`config.mk`:
```
export PLATFORM = sky130hd
export DESIGN_NAME = psw_pin_config
export DESIGN_NICKNAME = d
export VERILOG_FILES = /design/src/psw_pkg.sv /design/src/psw_pin_config.sv
export SDC_FILE = /design/constraint.sdc
export NUM_CORES = 1
export LEC_CHECK = 0
export ABC_AREA = 0
export BUFFER_PORTS_ARGS = -buffer_cell sky130_fd_sc_hd__clkbuf_2
export CORE_MARGIN = 1
export CORE_UTILIZATION = 46
export DETAILED_ROUTE_END_ITERATION = 7
export GPL_ROUTABILITY_DRIVEN = 0
export PLACE_DENSITY = 0.84
export SLEW_MARGIN = 20
export SYNTH_ARGS = -nofsm -noshare
export SYNTH_HDL_FRONTEND = slang
export SYNTH_SLANG_ARGS = --single-unit
```
`constraint.sdc`:
```
create_clock -name mclk -period 1.6 [get_ports mclk]
set_input_delay 0.24 -clock mclk [delete_from_list [all_inputs] [get_ports mclk]]
set_output_delay 0.24 -clock mclk [all_outputs]
set_load 0.02 [all_outputs]
```
`src/psw_pkg.sv`:
```
//------------------------------------------------------------
// Function
//------------------------------------------------------------
// Function
// - Standard setup: shared pins are inputs; primary access: driver tristate outputs.
// - Input line 3 pin receives data, or outputs 2048 kHz data clock in primary.
// - Overflow raises masked interrupt; status register names the overflowing conference.
// - Interrupt pin only pulls low or floats, for wired-OR sharing.
// - Direct register selects used only in demultiplexed host mode.
// - Host accesses count only while chip select is low.
// - Frame and slot counting aligns to the frame sync pulse.
// - Primary access offers PCM timing shift in half-clock steps.
// - Device clock 4096 or 8192 kHz selectable; bit timing follows it.
// - High reset forces reset state; hold at least four clocks.
// - Strobes sampled only with chip select; write loads on strobe rising edge.
package psw_pkg;
   // Register indexes
   localparam logic [1:0] REG_CONFIG    = 2'h0;
   localparam logic [1:0] REG_CONF_STAT = 2'h1;
   // Configuration field positions
   localparam int CFG_PRIMARY  = 0;
   localparam int CFG_CLK8192  = 1;
   localparam int CFG_SHIFT_LO = 2;
   localparam int CFG_INT_EN   = 5;
   localparam logic [7:0] CFG_RESET = 8'h00;
   // Status field positions
   localparam int STAT_FLAG = 7;
   // Clock rates in kHz
   localparam int DEV_CLK_LO_KHZ  = 4096;
   localparam int DEV_CLK_HI_KHZ  = 8192;
   localparam int DATA_CLK_KHZ    = 2048;
   localparam int FRAME_KHZ       = 8;
   // Half device-clock ticks per frame and per data-clock period
   localparam int FRAME_HALF_LO = 2 * DEV_CLK_LO_KHZ / FRAME_KHZ;
   localparam int FRAME_HALF_HI = 2 * DEV_CLK_HI_KHZ / FRAME_KHZ;
   localparam int DATA_HALF_LO  = 2 * DEV_CLK_LO_KHZ / DATA_CLK_KHZ;
   localparam int DATA_HALF_HI  = 2 * DEV_CLK_HI_KHZ / DATA_CLK_KHZ;
   localparam int RESET_MIN_CYCLES = 4;

   // Whole state of the pin block
   typedef struct packed {
      logic [7:0]  cfg;
      logic [1:0]  addrLatch;
      logic        wrPrev;
      logic        rdPrev;
      logic        devClkPrev;
      logic [10:0] halfCnt;
      logic        ovfFlag;
      logic [4:0]  ovfConf;
      logic        intReqOe_n;
      logic        intReqOut;
      logic [3:0]  sharedOut;
      logic [3:0]  sharedOe_n;
      logic        line3Oe_n;
      logic        line3Out;
      logic [3:0]  pcmIn;
      logic        pcmIn3;
      logic        bitStrobe;
      logic        frameStart;
      logic [7:0]  adOut;
      logic        adOe_n;
   } psw_state_t;
endpackage

```
`src/psw_pin_config.sv`:
```
`timescale 1ns/1ns
module psw_pin_config
(
   input  wire logic       mclk,
   input  wire logic       reset,
   input  wire logic       devClk,
   input  wire logic       frameSyncPulse,
   input  wire logic       csN,
   input  wire logic       rdN,
   input  wire logic       wrN,
   input  wire logic       ale,
   input  wire logic       demuxMode,
   input  wire logic       directRegSel0,
   input  wire logic       directRegSel1,
   input  wire logic [7:0] adIn,
   input  wire logic [3:0] sharedIn,
   input  wire logic       pcmInputLine3In,
   input  wire logic [3:0] lineDriveEn,
   input  wire logic       ovfEvent,
   input  wire logic [4:0] ovfConfNum,
   output logic [7:0]      adOut,
   output logic            adOe_n,
   output logic [3:0]      sharedOut,
   output logic [3:0]      sharedOe_n,
   output logic            line3Out,
   output logic            line3Oe_n,
   output logic [3:0]      pcmIn,
   output logic            pcmIn3,
   output logic            bitStrobe,
   output logic            frameStart,
   output logic            intReqOut,
   output logic            intReqOe_n,
   output logic            primaryMode
);
   psw_pkg::psw_state_t st;
   psw_pkg::psw_state_t next_st;

   //------------------------------------------------------------
   // Helpers
   //------------------------------------------------------------
   // Register read value for an index
   function automatic logic [7:0] regRead(input logic [1:0] idx, input psw_pkg::psw_state_t s);
      logic [7:0] v;
      v = 8'h00;
      if (idx == psw_pkg::REG_CONFIG)
         v = s.cfg;
      else if (idx == psw_pkg::REG_CONF_STAT)
         v = {s.ovfFlag, 2'h0, s.ovfConf};
      return v;
   endfunction

   logic [1:0]  regIdx;
   logic [10:0] shifted;
   logic        devEdge;
   logic        wrRise;
   logic        rdRise;
   logic        hiClk;

   //------------------------------------------------------------
   // Combinational decode
   //------------------------------------------------------------
   // Index source and strobe edges
   always_comb
   begin
      regIdx  = demuxMode ? {directRegSel1, directRegSel0} : st.addrLatch;
      devEdge = devClk != st.devClkPrev;   // both edges: half-clock ticks
      wrRise  = wrN && !st.wrPrev && !csN;
      rdRise  = rdN && !st.rdPrev && !csN;
      hiClk   = st.cfg[psw_pkg::CFG_CLK8192];
      shifted = st.halfCnt + {8'h00, st.cfg[psw_pkg::CFG_SHIFT_LO +: 3]};
   end

   //------------------------------------------------------------
   // Next state
   //------------------------------------------------------------
   always_comb
   begin
      next_st = st;
      next_st.wrPrev = wrN;
      next_st.rdPrev = rdN;
      next_st.devClkPrev = devClk;
      next_st.bitStrobe = 1'b0;
      next_st.frameStart = 1'b0;
      // Address latch in multiplexed mode
      if (!demuxMode && ale && !csN)
         next_st.addrLatch = adIn[1:0];
      // Register write on rising write strobe
      if (wrRise && regIdx == psw_pkg::REG_CONFIG)
         next_st.cfg = adIn;
      // Read data drive while selected
      next_st.adOe_n = !(!csN && !rdN);
      next_st.adOut = regRead(regIdx, st);
      // Overflow flag: read clears, new event wins
      if (rdRise && regIdx == psw_pkg::REG_CONF_STAT)
         next_st.ovfFlag = 1'b0;
      if (ovfEvent)
      begin
         next_st.ovfFlag = 1'b1;
         next_st.ovfConf = ovfConfNum;
      end
      // Open-drain request: drive low or float
      next_st.intReqOut = 1'b0;
      next_st.intReqOe_n = !(next_st.ovfFlag && next_st.cfg[psw_pkg::CFG_INT_EN]);
      // Frame counter in half device-clock ticks
      if (devEdge)
      begin
         if (frameSyncPulse && devClk)
         begin
            next_st.halfCnt = 11'h000;
            next_st.frameStart = 1'b1;
         end
         else if (hiClk ? (st.halfCnt == 11'(psw_pkg::FRAME_HALF_HI - 1))
                        : (st.halfCnt == 11'(psw_pkg::FRAME_HALF_LO - 1)))
            next_st.halfCnt = 11'h000;
         else
            next_st.halfCnt = st.halfCnt + 11'h001;
         // Bit strobe at shifted data-clock period start
         next_st.bitStrobe = hiClk ? (shifted[2:0] == 3'h0)
                                   : (shifted[1:0] == 2'h0);
      end
      // Shared pin direction
      if (st.cfg[psw_pkg::CFG_PRIMARY])
      begin
         next_st.sharedOe_n = 4'h0;
         next_st.sharedOut = lineDriveEn;
         next_st.pcmIn = 4'h0;
         next_st.line3Oe_n = 1'b0;
         next_st.line3Out = hiClk ? shifted[2] : shifted[1];
         next_st.pcmIn3 = 1'b0;
      end
      else
      begin
         next_st.sharedOe_n = 4'hf;
         next_st.sharedOut = 4'h0;
         next_st.pcmIn = sharedIn;
         next_st.line3Oe_n = 1'b1;
         next_st.line3Out = 1'b0;
         next_st.pcmIn3 = pcmInputLine3In;
      end
   end

   //------------------------------------------------------------
   // State register
   //------------------------------------------------------------
   always_ff @(posedge mclk)
   begin
      if (reset)
      begin
         st <= '0;
         st.cfg <= psw_pkg::CFG_RESET;
         st.wrPrev <= 1'b1;
         st.rdPrev <= 1'b1;
         st.intReqOe_n <= 1'b1;
         st.sharedOe_n <= 4'hf;
         st.line3Oe_n <= 1'b1;
         st.adOe_n <= 1'b1;
      end
      else
         st <= next_st;
   end

   // Outputs straight from state
   assign adOut = st.adOut;
   assign adOe_n = st.adOe_n;
   assign sharedOut = st.sharedOut;
   assign sharedOe_n = st.sharedOe_n;
   assign line3Out = st.line3Out;
   assign line3Oe_n = st.line3Oe_n;
   assign pcmIn = st.pcmIn;
   assign pcmIn3 = st.pcmIn3;
   assign bitStrobe = st.bitStrobe;
   assign frameStart = st.frameStart;
   assign intReqOut = st.intReqOut;
   assign intReqOe_n = st.intReqOe_n;
   assign primaryMode = st.cfg[psw_pkg::CFG_PRIMARY];

   //------------------------------------------------------------
   // Assertions
   //------------------------------------------------------------
   // Shared pin direction follows the configuration
   shared_dir_a: assert property (@(posedge mclk) disable iff (reset)
      primaryMode |=> (sharedOe_n == 4'h0) && (sharedOut == $past(lineDriveEn)))
      else $error("shared pins not driven in primary mode");
   shared_in_a: assert property (@(posedge mclk) disable iff (reset)
      !primaryMode |=> (sharedOe_n == 4'hf) && (pcmIn == $past(sharedIn)))
      else $error("shared pins not inputs in standard mode");
   // Line 3 pin: data clock out or data in
   line3_clk_a: assert property (@(posedge mclk) disable iff (reset)
      primaryMode && $past(primaryMode) |-> !line3Oe_n)
      else $error("data clock pin not driven");
   line3_std_a: assert property (@(posedge mclk) disable iff (reset)
      !primaryMode |=> line3Oe_n && !line3Out && (pcmIn3 == $past(pcmInputLine3In)))
      else $error("line 3 pin not an input in standard mode");
   // Overflow flag and request pin
   int_raise_a: assert property (@(posedge mclk) disable iff (reset)
      ovfEvent && next_st.cfg[psw_pkg::CFG_INT_EN]
      |=> !intReqOe_n && (st.ovfConf == $past(ovfConfNum)))
      else $error("overflow did not raise request");
   ovf_wins_a: assert property (@(posedge mclk) disable iff (reset)
      ovfEvent |=> st.ovfFlag)
      else $error("overflow event lost to read clear");
   int_od_a: assert property (@(posedge mclk) disable iff (reset)
      intReqOut == 1'b0)
      else $error("request pin driven high");
   // Host access gating
   direct_sel_a: assert property (@(posedge mclk) disable iff (reset)
      demuxMode && !csN && wrN && !st.wrPrev && !directRegSel0 && !directRegSel1
      |=> st.cfg == $past(adIn))
      else $error("direct select write missed");
   cs_gate_a: assert property (@(posedge mclk) disable iff (reset)
      csN |=> adOe_n && $stable(st.cfg))
      else $error("access without chip select");
   // Frame and bit timing, write strobe edge and reset state
   frame_align_a: assert property (@(posedge mclk) disable iff (reset)
      devEdge && devClk && frameSyncPulse |=> st.halfCnt == 11'h000 && frameStart)
      else $error("frame sync not aligned");
   strobe_edge_a: assert property (@(posedge mclk) disable iff (reset)
      !devEdge |=> !bitStrobe && !frameStart)
      else $error("timing pulse without device clock change");
   wr_edge_a: assert property (@(posedge mclk) disable iff (reset)
      !wrN |=> $stable(st.cfg))
      else $error("write loaded before strobe edge");
   reset_std_a: assert property (@(posedge mclk) disable iff (reset)
      $past(reset) |-> !primaryMode && intReqOe_n)
      else $error("reset did not select standard mode");

   // Main scenarios reached
   cov_primary_c: cover property (@(posedge mclk) disable iff (reset) !primaryMode ##1 primaryMode);
   cov_overflow_c: cover property (@(posedge mclk) disable iff (reset) ovfEvent ##1 !intReqOe_n);
   cov_frame_c: cover property (@(posedge mclk) disable iff (reset) frameStart);
   cov_strobe_c: cover property (@(posedge mclk) disable iff (reset) primaryMode && bitStrobe);
   cov_shift_c: cover property (@(posedge mclk) disable iff (reset)
      primaryMode && (st.cfg[psw_pkg::CFG_SHIFT_LO +: 3] != 3'h0) && bitStrobe);
endmodule

```
==> Yosys cells after proc, flatten, opt, wreduce, memory -nomap -nowiden <==
Index checks and enable logic that the tools add are counted.
{ "totals": {"register_bits": 58, "wordCells": 66} }
{ "classes": {"add_sub_neg": 2, "n_eq_ne": 4, "muxes": 13, "bitwise": 2, "n_reduce_logical": 24} }
{ "ops": {"columns": ["cell", "n"], "rows": [
  ["8-bit two-way mux", 3],
  ["11-bit two-way mux", 2],
  ["15-bit two-way mux", 1],
  ["11-bit by 1-bit adder with 11-bit output, second input constant", 1],
  ["11-bit by 10-bit == test with 1-bit output, second input constant", 1],
  ["11-bit == test, second input constant", 1],
  ["1-bit logical AND", 11],
  ["1-bit logical NOT", 7],
  ["6-bit two-way mux", 1],
  ["2-bit OR reduction", 3],
  ["1-bit two-way mux", 5],
  ["2-bit logical NOT", 2],
  ["3-bit adder", 1],
  ["3-bit logical NOT", 1],
  ["2-bit by 1-bit == test with 1-bit output, second input constant", 1],
  ["2-bit two-way mux", 1],
  ["1-bit NOT", 2],
  ["1-bit != test", 1]
]} }

==> Logic depth before layout (Yosys ltp) <==
{ "logic_depth": {"depth_word": 8, "ltp_mapped": 6, "mapped_depth_nobuf": 6} }

==> Worst setup path before layout <==
Ideal clock, no wire load.
{ "synth_timing": {"path_kind": "reg-to-reg", "startpoint": "reg st[34] in the netlist's numbering", "endpoint": "reg st, in the netlist bitStrobe", "setup_ns": 0.115, "t_arrival_ns": 1.411, "t_required_ns": 1.485, "setup_slack_ns": 0.073, "stages_incl_launch_ff": 7, "path_buffers": 0, "period_less_slack_ns": 1.527, "cell_sequence": "dfxtp_1 ha_1 fa_1 xnor2_1 xnor2_1 nand2_1 and3_1"} }
{ "synth_between": {"elab_chain_cells": 3, "word_cells_on_any_way": 4} }
{ "synth_rtl": {"columns": ["element", "line", "rtl"], "rows": [
  ["start: declaration", "psw_pin_config.sv:35", "psw_pkg::psw_state_t st;"],
  ["start signal: assignment", "psw_pin_config.sv:159", "st <= next_st;"],
  ["3-bit adder *", "psw_pin_config.sv:70", "shifted = st.halfCnt + {8'h00, st.cfg[psw_pkg::CFG_SHIFT_LO +: 3]};"],
  ["3-bit logical NOT or 2-bit logical NOT (tied branches)", "psw_pin_config.sv:118, psw_pin_config.sv:119", null],
  ["1-bit two-way mux *", "psw_pin_config.sv:118", "next_st.bitStrobe = hiClk ? (shifted[2:0] == 3'h0)"]
]} }
Every way passes the cells marked *; elsewhere a longest branch is shown, timed or not.
A chain may end at the register's enable or synchronous reset.

==> Worst setup path in the final report <==
Ends and elaborated chain as after synthesis.

==> impl_metrics.json <==
{
  "cts_tree": "done",
  "num-fill-cells": 375,
  "ys_async_sr_fraction_pct": 0,
  "p_int_uw": 1780,
  "cts_made_buffers": 5,
  "io-pin-count": 63,
  "post_dp_cell_area_mm2": 0.00243,
  "synth_seq_cells": 53,
  "finalSetupViolations": 0,
  "antenna_left": 0,
  "start_util_pct": 48.3,
  "core_area_mm2": 0.00438,
  "wire_per_inst_um": 12.2,
  "drv_slew": 0,
  "drc": 0,
  "min_period_ns": 1.55,
  "clk_path_buf_depth": 2,
  "drive_above_1_share_pct": 36.0,
  "h-tree-depth": 2,
  "finClkSkew_ns": 0.00800,
  "critPathCaptureType": "register",
  "grt_usage_pct": 17.1,
  "syn_nets": 250,
  "pwr-share-clk_pct": 32.6,
  "cts_setup_buffers": 0,
  "cts_sinks": 53,
  "synth_edf_count": 0,
  "dieArea_mm2": 0.00488,
  "yosysTopAreaCell": "dfxtp_1",
  "fin_crit_sh_pct": 96.7,
  "die_h_um": 69.9,
  "yosysMostFrequentCell": "dfxtp_1",
  "yosys-top-cells-area": "dfxtp_1, buf_4, mux2i_1, nor2_1, xnor2_1",
  "netlist.area_leader.share_pct": 50.1,
  "switching_share_pct": 25.2,
  "synth_flop_cell": "dfxtp_1",
  "power.density_mw_per_mm2": 932,
  "root_buffer": "clkbuf_8",
  "finalHoldViolations": 0,
  "worstMarginPinSlew_ns": 0.665,
  "drt_wl_total_um": 3940,
  "nNetsFinal": 308,
  "gr-total-overflow": 0,
  "p_comb_share_pct": 9.6,
  "design_area_mm2": 0.00255,
  "grt_max_degree": 19,
  "p_sw_uw": 599,
  "syn_area_mm2": 0.00212,
  "synth_common_cells": "dfxtp_1, nor2_1, buf_4",
  "ff_latch_area_mm2": 0.00107,
  "critPathMaxFanout": 3,
  "viasPerCell": 4.94,
  "leakage_uw": 0.00118,
  "grt_first_pass_wirelength_um": 6600,
  "arrival_ns": 1.75,
  "synthCells": 213,
  "first_pass_iters": 4,
  "antenna_found_initial": 0,
  "hp-class": "primary input to register",
  "fin_setup_tns_ns": 0,
  "drv_cap": 0,
  "ys_types": 39,
  "ir_worst_vdd_mv": 0.399,
  "path_class": "register to register",
  "syn_avg_cell_area_um2": 9.95,
  "fmax_mhz": 646,
  "insertion_delay_ns": 0.31,
  "run_status": "finished, final reports clean",
  "grt_pass1_vias": 1535,
  "hpwl_um": 2950,
  "drtIter0Drc": 71,
  "vias": 1600,
  "startpoint_type": "register",
  "std_cell_rows": 24,
  "numPortBuffers": 61,
  "yosysWarnings": 0,
  "power_frac_seq_pct": 57.8,
  "clk_pin_slew_worst_paths_ns": 0.09,
  "timing.hold.ws_ns": 0.126,
  "synth-seq-area-share_pct": 50.1,
  "cp_data_required_time_ns": 1.81,
  "multi_input_area_um2": 898,
  "area_delta_synth_final_pct": 20.5,
  "cts_hold_buf": 0,
  "slew-limit-headroom_pct": 55.4,
  "diodes": 0,
  "rsz0062_at_grt": "true",
  "fp.dieW_um": 69.9
}
## per-layer routing
metal | track usage (%) | vias up | part of all wire [%]
li1 | - | 812 | -
met1 | 19.6 | 729 | 44
met2 | 29.0 | 48 | 48
met3 | 5.19 | 11 | 5.7
met4 | 7.78 | 0 | 2.3
met5 | 0 | - | 0
## final cells by class
| class | instances | area share [%] |
|---|---|---|
| Timing Repair Buffer | 77 | 16.7 |
| Clock buffer | 5 | 2.69 |
| Clock inverter | 3 | 1.03 |
| Inverter | 1 | 0.147 |
| Multi-Input combinational cell | 133 | 35.2 |
| Sequential cell | 53 | 41.8 |
| Tap cell | 52 | 2.55 |
## through the flow
step                      utilization (%)  setup WS, ns  total power, uW  instances
final                                58.3        0.0527             2380        324
after global routing                 58.3       -0.0167             2480        324
after CTS                            57.7       0.00917             2410        324
after detailed placement             55.5        0.0114             1630        316
after global placement               55.5        0.0720             1620        316
after floorplan                         -        0.0734             1540        213
## layout by cell type, fill, tap and decap left out, drive strengths merged, types with 3 or more instances in the layout
master / n
a22o: 6
nand2: 11
or3: 4
buf: 16
xor2: 4
nand3: 4
mux2i: 14
clkbuf: 66
nor2: 30
nor3b: 3
dfxtp: 53
xnor2: 8
a21oi: 6
nor3: 4
and2: 11
## repair_timing
item / 4_1_cts / 5_1_grt
endpoints found under the setup margin: 1 / 10
pin swaps: 0 / 2
resized for setup: 1 / 8
## final timing paths
kind | start | endpoint | slack, ns | cells past startpoint
hold / removal | sharedIn[1] | pcmIn[1] | 0.13 | 2
setup reg to reg | st[34] | bitStrobe | 0.05 | 6
hold reg to reg | st[56] | adOut[6] | 0.46 | 1
setup / recovery | st[34] | bitStrobe | 0.05 | 6
## sequential cells by signal, summed over array words and instances, names as in the netlist
signal and count:
adOe_n 1, pcmIn3 1, adOut 8, sharedOut 4, primaryMode 1, st 28, frameStart 1, pcmIn 4
bitStrobe 1, intReqOe_n 1, hiClk 1, sharedOe_n 1, line3Out 1
## cell families after synthesis
| family | synth area share [%] |
|---|---|
| compound gates | 7.38 |
| xor+xnor | 4.96 |
| fa+ha+maj | 2.12 |
| buf+inv | 8.50 |
| flops | 50.1 |
| mux | 6.61 |
| other cells | 0.177 |
| simple gates | 20.2 |
## power by group through the flow
stage / Sequential (uW) / Combinational [uW] / Clock, uW
after floorplan: 1410 / 126 / 0
after global placement: 1400 / 218 / 0
after detailed placement: 1410 / 223 / 0
after CTS: 1380 / 225 / 807
after global routing: 1380 / 252 / 845
final: 1380 / 228 / 776
## critical path: stages, from the launching register on
cell	delay (ns)
dfxtp_2	0.35
ha_1	0.21
fa_2	0.36
xnor2_2	0.17
xnor2_1	0.13
nand2_1	0.08
and3_1	0.16
Power figures use the tool's default switching activity.
